$ cat src/lock_mask_defines.svh
// constants for the feature lock mask and network identity bank
// assumes inclusion by bare name from the design files only
`ifndef LOCK_MASK_DEFINES_SVH
`define LOCK_MASK_DEFINES_SVH

// mask layout: 16 bits wide, 10 low bits carry a function
`define MASK_WIDTH        16
`define MASK_USED         10
`define MASK_RESET        16'h0040
// bit positions
`define BIT_KEY_MODE      0
`define BIT_KEY_DOWN      1
`define BIT_KEY_UP        2
`define BIT_KEY_FAN       3
`define BIT_KEY_POWER     4
`define BIT_KEY_SET       5
`define BIT_CONTACT_OFF   6
`define BIT_DOOR_UNUSED   7
`define BIT_COMM_LOCK     8
`define BIT_REMOTE_DOUT   9
`define KEY_COUNT         6

// identity layout and defaults
`define INST_WIDTH        22
`define HIGH_WIDTH        13
`define LOW_WIDTH         10
`define INST_MULT         13'h03E8
`define INST_RESET        22'h0927C1
`define HIGH_RESET        13'h0258
`define LOW_RESET         10'h001
`define UDP_RESET         16'hBAC0
`define HW_TAIL_RESET     16'h0000
`define BAUD_RESET        8'h00

`endif

$ cat src/lock_mask_pkg.sv
// types shared by the lock mask bank and its bench
// assumes lock_mask_defines.svh sits beside it
`include "lock_mask_defines.svh"

package lock_mask_pkg;

  // which setting a configuration write targets
  typedef enum logic [2:0] {
    SEL_LOCK_MASK,
    SEL_INST_HIGH,
    SEL_INST_LOW,
    SEL_INSTANCE,
    SEL_UDP_PORT,
    SEL_HW_TAIL,
    SEL_BAUD
  } cfg_sel_t;

  // one configuration write from menu or network
  typedef struct packed {
    logic        valid;
    cfg_sel_t    sel;
    logic [31:0] data;
  } cfg_write_t;

  // occupancy command from the network supervisor
  typedef struct packed {
    logic valid;
    logic value;
  } occ_cmd_t;

endpackage

$ cat src/instance_composer.sv
// composes the device instance from high and low menu parts
// assumes start is a one-cycle pulse on the system clock
`timescale 1ns/1ns
`default_nettype none
`include "lock_mask_defines.svh"

module instance_composer #(
  parameter int HIGH_W = `HIGH_WIDTH,
  parameter int LOW_W  = `LOW_WIDTH,
  parameter int INST_W = `INST_WIDTH
) (
  // clock and reset
  input  wire logic              clk,
  input  wire logic              sys_rst,
  // request
  input  wire logic              start,
  input  wire logic [HIGH_W-1:0] high_part,
  input  wire logic [LOW_W-1:0]  low_part,
  // result, one cycle after start
  output var  logic              done_q,
  output var  logic [INST_W-1:0] result_q
);

  // high times one thousand plus low
  function automatic logic [INST_W-1:0] compose(input logic [HIGH_W-1:0] h, input logic [LOW_W-1:0] l);
    logic [INST_W-1:0] prod;
    // widen before the product, else it is cut to the high part's width
    prod = INST_W'(h) * INST_W'(`INST_MULT);
    return prod + INST_W'(l);
  endfunction

  // registered product keeps the multiplier off the output path
  always_ff @(posedge clk) begin
    if (sys_rst) begin
      done_q   <= 1'b0;
      result_q <= `INST_RESET;
    end else begin
      done_q <= start;
      if (start) begin
        result_q <= compose(high_part, low_part);
      end
    end
  end

endmodule // instance_composer
`default_nettype wire

$ cat src/feature_lock_bank.sv
// Function
// - sixteen-bit mask, ten low bits functional
// - set bit locks, clear bit unlocks
// - bits zero to five gate panel keys
// - bit six set: occupancy from network/set
// - bit six clear: contact input drives occupancy
// - bit seven has no effect
// - bit eight refuses communication parameter changes
// - bit nine: outputs from algorithm or network
// - instance equals high times thousand plus low
// - network instance write, subject to lock
// - reset instance 600001, udp port 47808
//
// feature lock mask bank with network identity settings
// assumes key and contact pins are asynchronous, all else on clk
`timescale 1ns/1ns
`default_nettype none
`include "lock_mask_defines.svh"

module feature_lock_bank #(
  parameter int DOUT_W = 4 // number of digital outputs
) (
  // clock and reset
  input  wire logic                        clk,
  input  wire logic                        sys_rst,
  // configuration writes
  input  wire lock_mask_pkg::cfg_write_t   menu_write,
  input  wire lock_mask_pkg::cfg_write_t   net_write,
  // front panel and contact pins
  input  wire logic [`KEY_COUNT-1:0]       key_pins,
  input  wire logic                        occupancy_contact,
  // occupancy command from network
  input  wire lock_mask_pkg::occ_cmd_t     net_occupancy,
  // digital output sources
  input  wire logic [DOUT_W-1:0]           algo_outputs,
  input  wire logic [DOUT_W-1:0]           remote_outputs,
  // lock mask and key events
  output var  logic [`MASK_WIDTH-1:0]      feature_lock_mask_q,
  output var  logic [`KEY_COUNT-1:0]       key_press_q,
  // occupancy and outputs
  output var  logic                        occupancy_cmd_q,
  output var  logic [DOUT_W-1:0]           digital_outputs_q,
  // identity settings
  output var  logic [`INST_WIDTH-1:0]      device_instance_q,
  output var  logic [`HIGH_WIDTH-1:0]      instance_high_part_q,
  output var  logic [`LOW_WIDTH-1:0]       instance_low_part_q,
  output var  logic [15:0]                 udp_port_setting_q,
  output var  logic [15:0]                 hw_address_tail_q,
  output var  logic [7:0]                  baud_setting_q,
  // refused write indication
  output var  logic                        write_refused_q
);

  // behaviour notes for the next engineer
  //
  // configuration path
  // - one write slot per cycle, network first
  // - a menu write in the same cycle is dropped
  // - lock mask writes are never guarded
  // - every other setting obeys the comm lock
  // - udp port counted as a comm parameter
  // - refused writes pulse write_refused_q once
  //
  // instance path
  // - high or low write starts the composer
  // - part registers move one cycle after the write
  // - composed instance lands one cycle later
  // - direct instance write wins over a result
  // - direct write leaves high and low untouched
  // - high part not range limited here
  // - oversize products wrap to instance width
  //
  // panel and contact path
  // - all pins pass two flops first
  // - keys give one pulse per rising edge
  // - locked keys give no pulse at all
  // - unlocking mid press gives no late pulse
  //   once the edge has already passed
  // - contact lags its pin by three edges
  //
  // occupancy source
  // - bit six clear: contact level drives it
  // - bit six set: network command or set key
  // - network command beats a set press
  // - set press toggles, so bounce must be
  //   filtered before the pin
  //
  // output source
  // - bit nine picks remote over algorithm
  // - switch takes effect one cycle later
  // - no glitch filter on the source switch
  //
  // trade-offs
  // - composer registered to keep the
  //   multiplier off the write path
  // - costs one extra cycle of instance latency
  // - reserved mask bits cleared at write time
  //   so reads never need a mask

  // true for settings guarded by the communication lock
  function automatic logic is_comm_param(input lock_mask_pkg::cfg_sel_t sel);
    return (sel != lock_mask_pkg::SEL_LOCK_MASK);
  endfunction

  // accepted when valid and either unguarded or unlocked
  function automatic logic accept(input lock_mask_pkg::cfg_write_t w, input logic locked);
    return w.valid && !(locked && is_comm_param(w.sel));
  endfunction

  // network write wins over the menu when both arrive together
  lock_mask_pkg::cfg_write_t cfg_w;                  // selected write
  logic                      comm_locked;            // bit eight state
  logic                      cfg_ok;                 // write accepted
  logic                      compose_start;          // high or low written
  logic                      compose_done;           // composer result ready
  logic [`INST_WIDTH-1:0]    compose_result;         // composed instance
  logic [`HIGH_WIDTH-1:0]    high_d;                 // next high part
  logic [`LOW_WIDTH-1:0]     low_d;                  // next low part

  // synchroniser stages for asynchronous pins
  logic [`KEY_COUNT-1:0]     key_meta_q;             // first stage, keys
  logic [`KEY_COUNT-1:0]     key_sync_q;             // second stage, keys
  logic [`KEY_COUNT-1:0]     key_prev_q;             // last level for edges
  logic                      contact_meta_q;         // first stage, contact
  logic                      contact_sync_q;         // second stage, contact
  logic [`KEY_COUNT-1:0]     key_rise;               // new key presses
  logic                      set_press;              // unlocked set key press

  // write selection
  always_comb begin
    cfg_w = net_write.valid ? net_write : menu_write;
    comm_locked = feature_lock_mask_q[`BIT_COMM_LOCK];
    cfg_ok = accept(cfg_w, comm_locked);
  end

  // lock mask register; lock mask itself is never guarded
  always_ff @(posedge clk) begin
    if (sys_rst) begin
      feature_lock_mask_q <= `MASK_RESET;
    end else if (cfg_ok && cfg_w.sel == lock_mask_pkg::SEL_LOCK_MASK) begin
      // reserved positions forced to zero on every write
      feature_lock_mask_q <= {{(`MASK_WIDTH-`MASK_USED){1'b0}}, cfg_w.data[`MASK_USED-1:0]};
    end
  end

  // refused pulse: a guarded write while the lock is set
  always_ff @(posedge clk) begin
    if (sys_rst) begin
      write_refused_q <= 1'b0;
    end else begin
      write_refused_q <= cfg_w.valid && !cfg_ok;
    end
  end

  // next high and low parts for the composer
  always_comb begin
    high_d = instance_high_part_q;
    low_d = instance_low_part_q;
    compose_start = 1'b0;
    if (cfg_ok && cfg_w.sel == lock_mask_pkg::SEL_INST_HIGH) begin
      high_d = cfg_w.data[`HIGH_WIDTH-1:0];
      compose_start = 1'b1;
    end
    if (cfg_ok && cfg_w.sel == lock_mask_pkg::SEL_INST_LOW) begin
      low_d = cfg_w.data[`LOW_WIDTH-1:0];
      compose_start = 1'b1;
    end
  end

  // high and low menu parts
  always_ff @(posedge clk) begin
    if (sys_rst) begin
      instance_high_part_q <= `HIGH_RESET;
      instance_low_part_q  <= `LOW_RESET;
    end else begin
      instance_high_part_q <= high_d;
      instance_low_part_q  <= low_d;
    end
  end

  // composer: one cycle from a part write to the new product
  instance_composer #(
    .HIGH_W (`HIGH_WIDTH),
    .LOW_W  (`LOW_WIDTH),
    .INST_W (`INST_WIDTH)
  ) u_composer (
    .clk       (clk),
    .sys_rst   (sys_rst),
    .start     (compose_start),
    .high_part (high_d),
    .low_part  (low_d),
    .done_q    (compose_done),
    .result_q  (compose_result)
  );

  // device instance: direct object write or composed parts
  always_ff @(posedge clk) begin
    if (sys_rst) begin
      device_instance_q <= `INST_RESET;
    end else if (cfg_ok && cfg_w.sel == lock_mask_pkg::SEL_INSTANCE) begin
      // direct write does not touch high and low parts
      device_instance_q <= cfg_w.data[`INST_WIDTH-1:0];
    end else if (compose_done) begin
      device_instance_q <= compose_result;
    end
  end

  // udp port setting
  always_ff @(posedge clk) begin
    if (sys_rst) begin
      udp_port_setting_q <= `UDP_RESET;
    end else if (cfg_ok && cfg_w.sel == lock_mask_pkg::SEL_UDP_PORT) begin
      udp_port_setting_q <= cfg_w.data[15:0];
    end
  end

  // hardware address tail setting
  always_ff @(posedge clk) begin
    if (sys_rst) begin
      hw_address_tail_q <= `HW_TAIL_RESET;
    end else if (cfg_ok && cfg_w.sel == lock_mask_pkg::SEL_HW_TAIL) begin
      hw_address_tail_q <= cfg_w.data[15:0];
    end
  end

  // baud rate setting
  always_ff @(posedge clk) begin
    if (sys_rst) begin
      baud_setting_q <= `BAUD_RESET;
    end else if (cfg_ok && cfg_w.sel == lock_mask_pkg::SEL_BAUD) begin
      baud_setting_q <= cfg_w.data[7:0];
    end
  end

  // two-stage synchronisers; first stage read only by second
  always_ff @(posedge clk) begin
    if (sys_rst) begin
      key_meta_q     <= '0;
      key_sync_q     <= '0;
      contact_meta_q <= 1'b0;
      contact_sync_q <= 1'b0;
    end else begin
      key_meta_q     <= key_pins;
      key_sync_q     <= key_meta_q;
      contact_meta_q <= occupancy_contact;
      contact_sync_q <= contact_meta_q;
    end
  end

  // previous key level for edge detection
  always_ff @(posedge clk) begin
    if (sys_rst) begin
      key_prev_q <= '0;
    end else begin
      key_prev_q <= key_sync_q;
    end
  end

  // presses masked by bits zero to five
  always_comb begin
    key_rise  = key_sync_q & ~key_prev_q & ~feature_lock_mask_q[`KEY_COUNT-1:0];
    set_press = key_rise[`BIT_KEY_SET];
  end

  // key press pulses, one cycle each
  always_ff @(posedge clk) begin
    if (sys_rst) begin
      key_press_q <= '0;
    end else begin
      key_press_q <= key_rise;
    end
  end

  // occupancy: contact when bit six clear, else network and set key
  // bit seven is left out on purpose; door contact has no effect
  always_ff @(posedge clk) begin
    if (sys_rst) begin
      occupancy_cmd_q <= 1'b0;
    end else if (!feature_lock_mask_q[`BIT_CONTACT_OFF]) begin
      occupancy_cmd_q <= contact_sync_q;
    end else if (net_occupancy.valid) begin
      // network command wins over a set press in the same cycle
      occupancy_cmd_q <= net_occupancy.value;
    end else if (set_press) begin
      occupancy_cmd_q <= ~occupancy_cmd_q;
    end
  end

  // digital outputs follow algorithm or remote commands
  always_ff @(posedge clk) begin
    if (sys_rst) begin
      digital_outputs_q <= '0;
    end else if (feature_lock_mask_q[`BIT_REMOTE_DOUT]) begin
      digital_outputs_q <= remote_outputs;
    end else begin
      digital_outputs_q <= algo_outputs;
    end
  end

endmodule // feature_lock_bank
`default_nettype wire

$ cat config.mk
export PLATFORM = sky130hd
export DESIGN_NAME = feature_lock_bank
export DESIGN_NICKNAME = d
export VERILOG_FILES = /design/src/lock_mask_pkg.sv /design/src/instance_composer.sv /design/src/feature_lock_bank.sv
export VERILOG_INCLUDE_DIRS = /design/src /design/src/src
export SDC_FILE = /design/constraint.sdc
export NUM_CORES = 1
export LEC_CHECK = 0
export BUFFER_PORTS_ARGS = -buffer_cell sky130_fd_sc_hd__buf_2
export CAP_MARGIN = 30
export CORE_MARGIN = 2
export CORE_UTILIZATION = 45
export DETAILED_ROUTE_END_ITERATION = 12
export GPL_TIMING_DRIVEN = 0
export HOLD_SLACK_MARGIN = 0.08
export PLACE_DENSITY = 0.71
export SETUP_SLACK_MARGIN = 0.5
export SYNTH_ARGS = -nofsm -noshare
export SYNTH_HDL_FRONTEND = slang
export SYNTH_SLANG_ARGS = --single-unit
$ cat constraint.sdc
create_clock -name clk -period 11.85 [get_ports clk]
set_input_delay 1.7775 -clock clk [delete_from_list [all_inputs] [get_ports clk]]
set_output_delay 1.7775 -clock clk [all_outputs]
set_load 0.02 [all_outputs]
**Yosys cells after proc, flatten, opt, wreduce, memory -nomap -nowiden**

Index checks and enable logic that the tools add are counted.
Widths: inputs -> output; s select.

- Register bits: 150
- Input bits: 91
- Output and inout bits: 113
- Logic and storage cells: 58

- Add/sub/neg operators: 1
- Multiply operators: 1
- Eq/ne operators: 7
- Multiplexer cells: 11
- Bitwise logic cells: 5
- Reduce and logical (&&, ||, !) cells: 15

Operators by type and width:

| operator | count |
|---|---|
| $mux 22 | 2 |
| $mux 36 | 1 |
| $add 22x10->22 | 1 |
| $mul 13x7->19 const B | 1 |
| $mux 13 | 1 |
| $and 6x6->6 | 2 |
| $not 6->6 | 2 |
| $logic_and 1x1->1 | 10 |
| $mux 10 | 1 |
| $eq 3x3->1 const B | 3 |
| $eq 3x2->1 const B | 2 |
| $mux 1 | 5 |
| $mux 4 | 1 |
| $eq 3x1->1 const B | 1 |
| $logic_not 3->1 | 1 |
| $ne 3x2->1 const B | 1 |
| $reduce_bool 3->1 | 1 |
| $logic_not 1->1 | 2 |
| $reduce_bool 2->1 | 1 |
| $not 1->1 | 1 |

**Longest topological paths before layout**

Gate-level depths: netlist of run 1.

- Depth after elaboration: 9
- Mapped depth: 28
- Gate-level depth less buffers: 24

**By module**

A second synthesis of run 1 with hierarchy kept.

- Cells, all modules: 926
- Area total of the unflattened synthesis: 9,238.9 µm²

By module, submodules not included:

| module | instances | cells each | area an instance (µm²) | seq. area each (µm²) |
|---|---|---|---|---|
| feature_lock_bank | 1 | 531 | 5,665.4 | 2,542.4 |
| instance_composer | 1 | 395 | 3,573.4 | 460.4 |

**Least setup slack after synthesis of run 1**

No wires, ideal clock.

- Kind: input to register
- From: input port net_write[35] in the netlist's numbering
- To: register u_composer.result_q[21]
- Library setup time: 115 ps
- Data arrival time: 8,021 ps
- Required time: 11,735 ps
- Slack: 3,715 ps
- Cell stages on the path: 26
- Path buffers: 3
- Cell sequence: or3_1 -> a221o_1 -> buf_2 -> buf_1 -> a21oi_1 -> xnor2_1 -> inv_1 -> ha_1 -> inv_1 -> fa_1 -> inv_1 -> fa_1 -> inv_1 -> fa_1 -> inv_1 -> ha_1 -> clkbuf_1 -> a2111oi_0 -> inv_1 -> o2111ai_1 -> a21oi_1 -> or3_1 -> a21oi_1 -> xnor2_1 -> a311oi_1 -> a2111oi_0

- Cells in the longest elaborated chain, start to end: 9
- Elaborated cells between the ends (all ways): 15
- Those cells by class: 1 x add/sub; 1 x mul; 2 x eq/ne; 5 x mux; 6 x reduce/logical

Ends and longest elaborated chain:

| element | line | RTL |
|---|---|---|
| from (decl) | feature_lock_bank.sv:28 | `input wire lock_mask_pkg::cfg_write_t net_write,` |
| $mux 36 (*) | feature_lock_bank.sv:131 | `cfg_w = net_write.valid ? net_write : menu_write;` |
| $reduce_bool 3->1 | feature_lock_bank.sv:102 | `return (sel != lock_mask_pkg::SEL_LOCK_MASK);` |
| $logic_and 1x1->1 | feature_lock_bank.sv:107 | `return w.valid && !(locked && is_comm_param(w.sel));` |
| $logic_not 1->1 | feature_lock_bank.sv:107 |  |
| $logic_and 1x1->1 | feature_lock_bank.sv:107 |  |
| $logic_and 1x1->1 | feature_lock_bank.sv:160 | `if (cfg_ok && cfg_w.sel == lock_mask_pkg::SEL_INST_HIGH) begin` |
| $mux 13 | feature_lock_bank.sv:160 |  |
| $mul 13x7->19 | instance_composer.sv:28 | `` prod = INST_W'(h) * INST_W'(`INST_MULT); `` |
| $add 22x10->22 | instance_composer.sv:29 | `return prod + INST_W'(l);` |
| to (signal assigned) | instance_composer.sv:36 | `` result_q <= `INST_RESET; `` |
| to (signal assigned) | instance_composer.sv:40 | `result_q <= compose(high_part, low_part);` |
| to (decl) | instance_composer.sv:21 | `output var logic [INST_W-1:0] result_q` |

Mark *: on every way between the ends. The rest lies on a longest branch, timed or not.
A chain may end at the register's enable or synchronous reset.

**Final worst setup path of run 1**

- From: input port net_write[35] in the netlist's numbering
- To: register u_composer.result_q[21]

- Cells in the longest elaborated chain, start to end: 9
- Elaborated cells between the ends (all ways): 15
- Those cells by class: 1 x add/sub; 1 x mul; 2 x eq/ne; 5 x mux; 6 x reduce/logical

Ends and longest elaborated chain:

| element | line | RTL |
|---|---|---|
| $mux 36 (*) | feature_lock_bank.sv:131 |  |
| $reduce_bool 3->1 | feature_lock_bank.sv:102 |  |
| $logic_and 1x1->1 | feature_lock_bank.sv:107 |  |
| $logic_not 1->1 | feature_lock_bank.sv:107 |  |
| $logic_and 1x1->1 | feature_lock_bank.sv:107 |  |
| $logic_and 1x1->1 | feature_lock_bank.sv:160 |  |
| $mux 13 (*) | feature_lock_bank.sv:160 |  |
| named net high_d[8] | feature_lock_bank.sv:117 | `` logic [`HIGH_WIDTH-1:0] high_d; `` |
| $mul 13x7->19 (*) | instance_composer.sv:28 |  |
| $add 22x10->22 (*) | instance_composer.sv:29 |  |

Mark *: on every way through the listed nets, which the timed path passes. The rest lies on a longest branch.

==> results of run 1 <==
cell type report:
class                   count  area [um^2]
well taps                 234          293
clock buffers              17          425
flip-flops and latches    150         3000
fillers                  1693         8260
clock inverters            15          178
repair buffers            181          918
plain buffers              59          253
multi-input cells         658         4890
inverters                  79          297
placed cells by master (no fill, tap or decap), types with 5 or more instances in the layout:
master     instances
or3_1              5
mux2i_1           33
buf_1              6
nand2_1           37
clkbuf_1          42
xnor2_1           23
nand2b_1          11
buf_4             12
nor2b_1           53
a211o_1           11
conb_1             6
dfxtp_1          150
nor3b_1            6
nor2_1           118
inv_8              7
clkbuf_16         17
nor3_1             8
a21oi_1           51
buf_2            180
or2_2             11
a211oi_1          85
and2_1             5
o21ai_0           23
a21o_1            12
nand3_1           12
ha_1              48
fa_1              35
inv_1             79
xor2_1            14
layer usage:
metal,routed length [um],part of all wire [%],global-route usage (%)
met4,630,2.6,7.89
met2,12000,50,43.9
met1,10100,42,29.9
met5,0,0,0
met3,1330,5.5,3.74
critical path: cells and delay by family:
family / cells / cell delay (ns)
adders and majority gates: 5 / 2.07
and+or+nand+nor: 4 / 1.16
xor gates and xnor gates: 1 / 0.17
buffers and inverters: 10 / 1.70
muxes: 1 / 0.88
AOI/OAI and AO/OA: 6 / 1.55
through the flow:
step	setup slack [ns]	utilization, %	hold WS, ns
6_report	2.86	55.4	0.385
5_1_grt	2.17	55.4	0.399
4_1_cts	2.88	55.4	0.383
3_5_place_dp	2.43	52.1	0.382
3_3_place_gp	2.26	51.9	0.376
2_1_floorplan	3.71	-	0.372
sequential cells by signal (all words and copies together) (netlist names), 4 cells and up:
| register | cells |
|---|---|
| baud_setting_q | 8 |
| device_instance_q | 22 |
| digital_outputs_q | 4 |
| feature_lock_mask_q | 10 |
| hw_address_tail_q | 16 |
| instance_high_part_q | 13 |
| instance_low_part_q | 10 |
| key_meta_q | 6 |
| key_press_q | 6 |
| key_prev_q | 6 |
| key_sync_q | 6 |
| u_composer.result_q | 22 |
| udp_port_setting_q | 16 |
worst max path at each step:
stage	depth (start not counted)	slack (ns)	startpoint	endpoint
CTS	27	2.88	net_write[35]	u_composer.result_q[21]
detailed placement	27	2.43	net_write[35]	u_composer.result_q[21]
global placement	27	2.26	net_write[35]	u_composer.result_q[21]
global route	29	2.17	net_write[35]	u_composer.result_q[21]
finish	27	2.86	net_write[35]	u_composer.result_q[21]
floorplan	26	3.71	net_write[35]	u_composer.result_q[21]
power by group through the flow:
stage	sequential (mW)	combinational [mW]	clock [mW]
floorplan	0.585	0.707	0
global placement	0.569	0.917	0
detailed placement	0.570	0.935	0
CTS	0.558	0.942	0.545
global route	0.561	1.08	0.566
finish	0.559	0.938	0.543
kinds of logic (layout without fill, tap and decap cells):
family	count (synthesis)	count (layout)	share of synthesized area, %
fa+ha+maj	83	83	15.4
simple gates	282	282	16.5
xor+xnor	37	37	3.85
compound gates	213	213	17.4
other cells	1	6	0.0445
flops	150	150	35.6
buf+inv	138	351	6.52
mux	37	37	4.66
==> results.sh, run 1 <==
export IMPL_clock_latency_ns=0.43
export IMPL_synth_cell_types=60
export IMPL_final_hold_violation_count=0
export IMPL_ir_drop_v=0.000117
export IMPL_status="finished clean"
export IMPL_post_synth_cell_area_avg_um2=8.95
export IMPL_power_frac_seq_pct=27.4
export IMPL_clk_path_buf_depth=2
export IMPL_htree_levels=4
export IMPL_reg2reg_setup_slack_ns=4.31
export IMPL_worst_pin_slew_ns=1.08
export IMPL_initial_utilization_pct=45.5
export IMPL_antenna_found_initial=0
export IMPL_drtIter0Drc=455
export IMPL_power_mw=2.04
export IMPL_ys_ff_latch=150
export IMPL_grt_max_degree=19
export IMPL_vias_per_cell=5.37
export IMPL_wl_per_cell_um=17.3
export IMPL_maxSlewViolCount=0
export IMPL_worstSetupPathType="in -> reg"
export IMPL_hold_depth=1
export IMPL_p_sw_mw=0.845
export IMPL_crit_path_max_fanout=10
export IMPL_syn_to_final_growth_pct=21.8
export IMPL_nNetsFinal=1320
export IMPL_drive_gt1_share_pct=21.0
export IMPL_ctsResizeCount=0
export IMPL_final_area_mm2=0.0103
export IMPL_synth_edf_count=0
export IMPL_crit_arrival_ns=9.31
export IMPL_synthTopCellsByCount="dfxtp_1, nor2_1, a211oi_1"
export IMPL_dr_total_vias=7485
export IMPL_cts_inserted_buffers=17
export IMPL_core_area_mm2=0.0185
export IMPL_ys_warnings_count=0
export IMPL_syn_area_mm2=0.00842
export IMPL_cpMostUsedCell="inv_1"
export IMPL_power_density_mw_per_mm2=199
export IMPL_ant_nets=0
export IMPL_io_pins=204
export IMPL_fmax_ghz=0.111
export IMPL_async_flop_share_pct=0
export IMPL_cp_required_ns=12.17
export IMPL_rows=50
export IMPL_synth_cells=941
export IMPL_dp_cells=1361
export IMPL_layoutNonFillerInstCount=1393
export IMPL_cts_hold_buffers_added=0
export IMPL_synth_most_common_cell="dfxtp_1"
export IMPL_netlist_top_cells_area="dfxtp_1, fa_1, a211oi_1"
export IMPL_first_pass_iters=5
export IMPL_startpoint_type="primary input"
export IMPL_globalRouteOverflowTotal=0
export IMPL_drc=0
export IMPL_yosysTopAreaCellShare_pct=35.6
export IMPL_synth_largest_area_cell="dfxtp_1"
export IMPL_synth_ff_type="dfxtp_1"
export IMPL_worstHoldStart="key_prev_q[4]"
export IMPL_skew_ns=0.00814
export IMPL_routabilityCongestion=0.896
export IMPL_hpwl_um=19100
export IMPL_cts_root_buffer="clkbuf_16"
export IMPL_insertedDiodeCount=0
export IMPL_clkSinkCount=150
export IMPL_p_leak_nw=4.72
export IMPL_cpPeakStageDelay_ns=0.88
export IMPL_cp_slowest_cell="mux2i_1"
export IMPL_post_cts_buffers=0
export IMPL_period_share_pct=75.8
export IMPL_r2r_end="u_composer.result_q[21]"
export IMPL_grt_pass1_wl_um=37900
export IMPL_die_width_um=141
export IMPL_rr_worst_depth=26
export IMPL_slew_headroom_pct=26.3
export IMPL_setup_violations=0
export IMPL_hp_class="reg -> reg"
export IMPL_fin_setup_tns_ns=0
export IMPL_wl_um=24100
export IMPL_grtUsageTotal_pct=24.4
export IMPL_r2r_start="feature_lock_mask_q[8]"
export IMPL_portBuffers=176
export IMPL_p_comb_share_pct=46.0
export IMPL_maxCapViolCount=0
export IMPL_min_to="key_press_q[4]"
export IMPL_finalCriticalPeriod_ns=8.99
export IMPL_critPathCaptureType="register"
export IMPL_dpl_cell_area_mm2=0.00965
export IMPL_die_y_um=141
export IMPL_grt_pass1_vias=7093
export IMPL_internal_power_mw=1.19
export IMPL_ys_seq_area_share_pct=35.6
export IMPL_cts_tree="built"
export IMPL_clk_pin_slew_ns=0.07
export IMPL_die_area_mm2=0.0198
export IMPL_rsz0062_at_grt="false"
export IMPL_clkPwrFrac_pct=26.6
export IMPL_p_sw_share_pct=41.4
Power figures use the tool's default switching activity.
==> inputs of run 2 (changes only) <==
==> constraint.sdc (replaced) <==
create_clock -name clk -period 9.4 [get_ports clk]
set_input_delay 1.41 -clock clk [delete_from_list [all_inputs] [get_ports clk]]
set_output_delay 1.41 -clock clk [all_outputs]
set_load 0.02 [all_outputs]
==> results.sh, run 2 (synthesis results as in run 1) <==
export IMPL_status="finished clean"
export IMPL_rows=50
export IMPL_p_sw_mw=1.07
export IMPL_period_share_pct=87.0
export IMPL_drtIter0Drc=491
export IMPL_routabilityCongestion=0.896
export IMPL_insertedDiodeCount=0
export IMPL_top_regs="device_instance_q: 22 flops, u_composer.result_q: 22 flops"
export IMPL_clkSinkCount=150
export IMPL_worstSetupPathType="in -> reg"
export IMPL_cpMostUsedCell="inv_1"
export IMPL_dr_total_vias=7489
export IMPL_fmax_ghz=0.122
export IMPL_grt_max_degree=19
export IMPL_nNetsFinal=1320
export IMPL_finalCriticalPeriod_ns=8.18
export IMPL_p_leak_nw=4.72
export IMPL_p_sw_share_pct=41.5
export IMPL_power_mw=2.57
export IMPL_grt_pass1_vias=7093
export IMPL_cp_top_family="buffers and inverters"
export IMPL_cts_tree="built"
export IMPL_maxCapViolCount=0
export IMPL_cts_inserted_buffers=17
export IMPL_slew_headroom_pct=26.3
export IMPL_hold_depth=1
export IMPL_final_cell_mix="buf_2, dfxtp_1, nor2_1"
export IMPL_worst_pin_slew_ns=1.07
export IMPL_internal_power_mw=1.51
export IMPL_grt_pass1_wl_um=37900
export IMPL_die_width_um=141
export IMPL_m1WireLength_um=10200
export IMPL_crit_path_max_fanout=10
export IMPL_clock_latency_ns=0.43
export IMPL_cts_hold_buffers_added=0
export IMPL_cp_num_buf_inv=11
export IMPL_fillers=1684
export IMPL_final_common_cell="buf_2"
export IMPL_rr_worst_depth=26
export IMPL_hp_class="reg -> reg"
export IMPL_p_comb_share_pct=46.0
export IMPL_met3WireLength_um=1240
export IMPL_drc=0
export IMPL_clk_pin_slew_ns=0.07
export IMPL_hold_ws_ns=0.384
export IMPL_vias_per_cell=5.38
export IMPL_htree_levels=4
export IMPL_final_area_mm2=0.0103
export IMPL_dr_max_layer_used="met4"
export IMPL_wl_um=24000
export IMPL_ant_nets=0
export IMPL_cp_num_cells=29
export IMPL_die_y_um=141
export IMPL_cp_slowest_cell="buf_1"
export IMPL_post_route_util_pct=55.5
export IMPL_die_area_mm2=0.0198
export IMPL_grtUsageTotal_pct=24.4
export IMPL_ir_drop_v=0.000147
export IMPL_hpwl_um=19100
export IMPL_clk_path_buf_depth=2
export IMPL_critPathCaptureType="register"
export IMPL_clkPwrFrac_pct=26.6
export IMPL_antenna_found_initial=0
export IMPL_cts_root_buffer="clkbuf_16"
export IMPL_fin_setup_tns_ns=0
export IMPL_maxSlewViolCount=0
export IMPL_portBuffers=176
export IMPL_wl_met2_um=12000
export IMPL_syn_to_final_growth_pct=22.1
export IMPL_skew_ns=0.00707
export IMPL_globalRouteOverflowTotal=0
export IMPL_wl_per_cell_um=17.2
export IMPL_cpPeakStageDelay_ns=0.52
export IMPL_rsz0062_at_grt="false"
export IMPL_crit_arrival_ns=8.50
export IMPL_final_hold_violation_count=0
export IMPL_setup_violations=0
export IMPL_initial_utilization_pct=45.5
export IMPL_power_frac_seq_pct=27.4
export IMPL_dpl_cell_area_mm2=0.00965
export IMPL_core_area_mm2=0.0185
export IMPL_drive_gt1_share_pct=21.7
export IMPL_cp_required_ns=9.72
export IMPL_io_pins=204
export IMPL_first_pass_iters=5
export IMPL_power_density_mw_per_mm2=250
export IMPL_startpoint_type="primary input"
==> run 2: cell types whose count changed in the layout (fill, tap and decap cells not counted) <==
| cell | before | now |
|---|---|---|
| mux2i_1 | 33 | 31 |
| clkbuf_2 | 0 | 2 |
| clkbuf_1 | 42 | 41 |
| a21oi_2 | 0 | 5 |
| mux2i_2 | 1 | 3 |
| buf_1 | 6 | 5 |
| a21oi_1 | 51 | 46 |
==> run 2: metrics by stage <==
| stage | setup WS, ns | cells |
|---|---|---|
| global placement | 0.182 | 1356 |
| CTS | 0.799 | 1393 |
| detailed placement | 0.343 | 1361 |
| finish | 1.22 | 1393 |
| floorplan | 1.63 | 946 |
| global route | 0.518 | 1393 |
==> run 2: layer usage <==
metal / GRT usage, % / up-vias
met1: 29.9 / 3596
li1: - / 3628
met5: 0 / -
met2: 43.9 / 227
met3: 3.74 / 38
met4: 7.89 / 0
==> run 2: final timing paths <==
check,slack [ns],startpoint,endpoint
min reg2reg,0.38,key_prev_q[4],key_press_q[4]
min,0.38,key_prev_q[4],key_press_q[4]
max,1.22,net_write[35],u_composer.result_q[21]
max reg2reg,2.20,feature_lock_mask_q[8],u_composer.result_q[21]
==> run 2: cell type report <==
class	count	area (um^2)	area share (%)
buffer	59	255	2.48
clock buffer	17	425	4.14
clock inverter	15	178	1.73
inverter	79	297	2.88
multi-input combinational	658	4920	47.8
sequential	150	3000	29.2
tap	234	293	2.85
timing repair buffer	181	918	8.93
==> run 2: repair_timing <==
| action | 4_1_cts | 5_1_grt |
|---|---|---|
| setup buffers | 0 | 0 |
| endpoints found under the setup margin | 0 | 4 |
| gates resized for setup | 0 | 10 |
==> run 2: power by group through the flow <==
| stage | Combinational (mW) | Sequential [mW] | Clock [mW] |
|---|---|---|---|
| after detailed placement | 1.18 | 0.719 | 0 |
| after global routing | 1.36 | 0.708 | 0.714 |
| after floorplan | 0.891 | 0.738 | 0 |
| after CTS | 1.19 | 0.704 | 0.687 |
| final | 1.18 | 0.705 | 0.684 |
| after global placement | 1.16 | 0.717 | 0 |
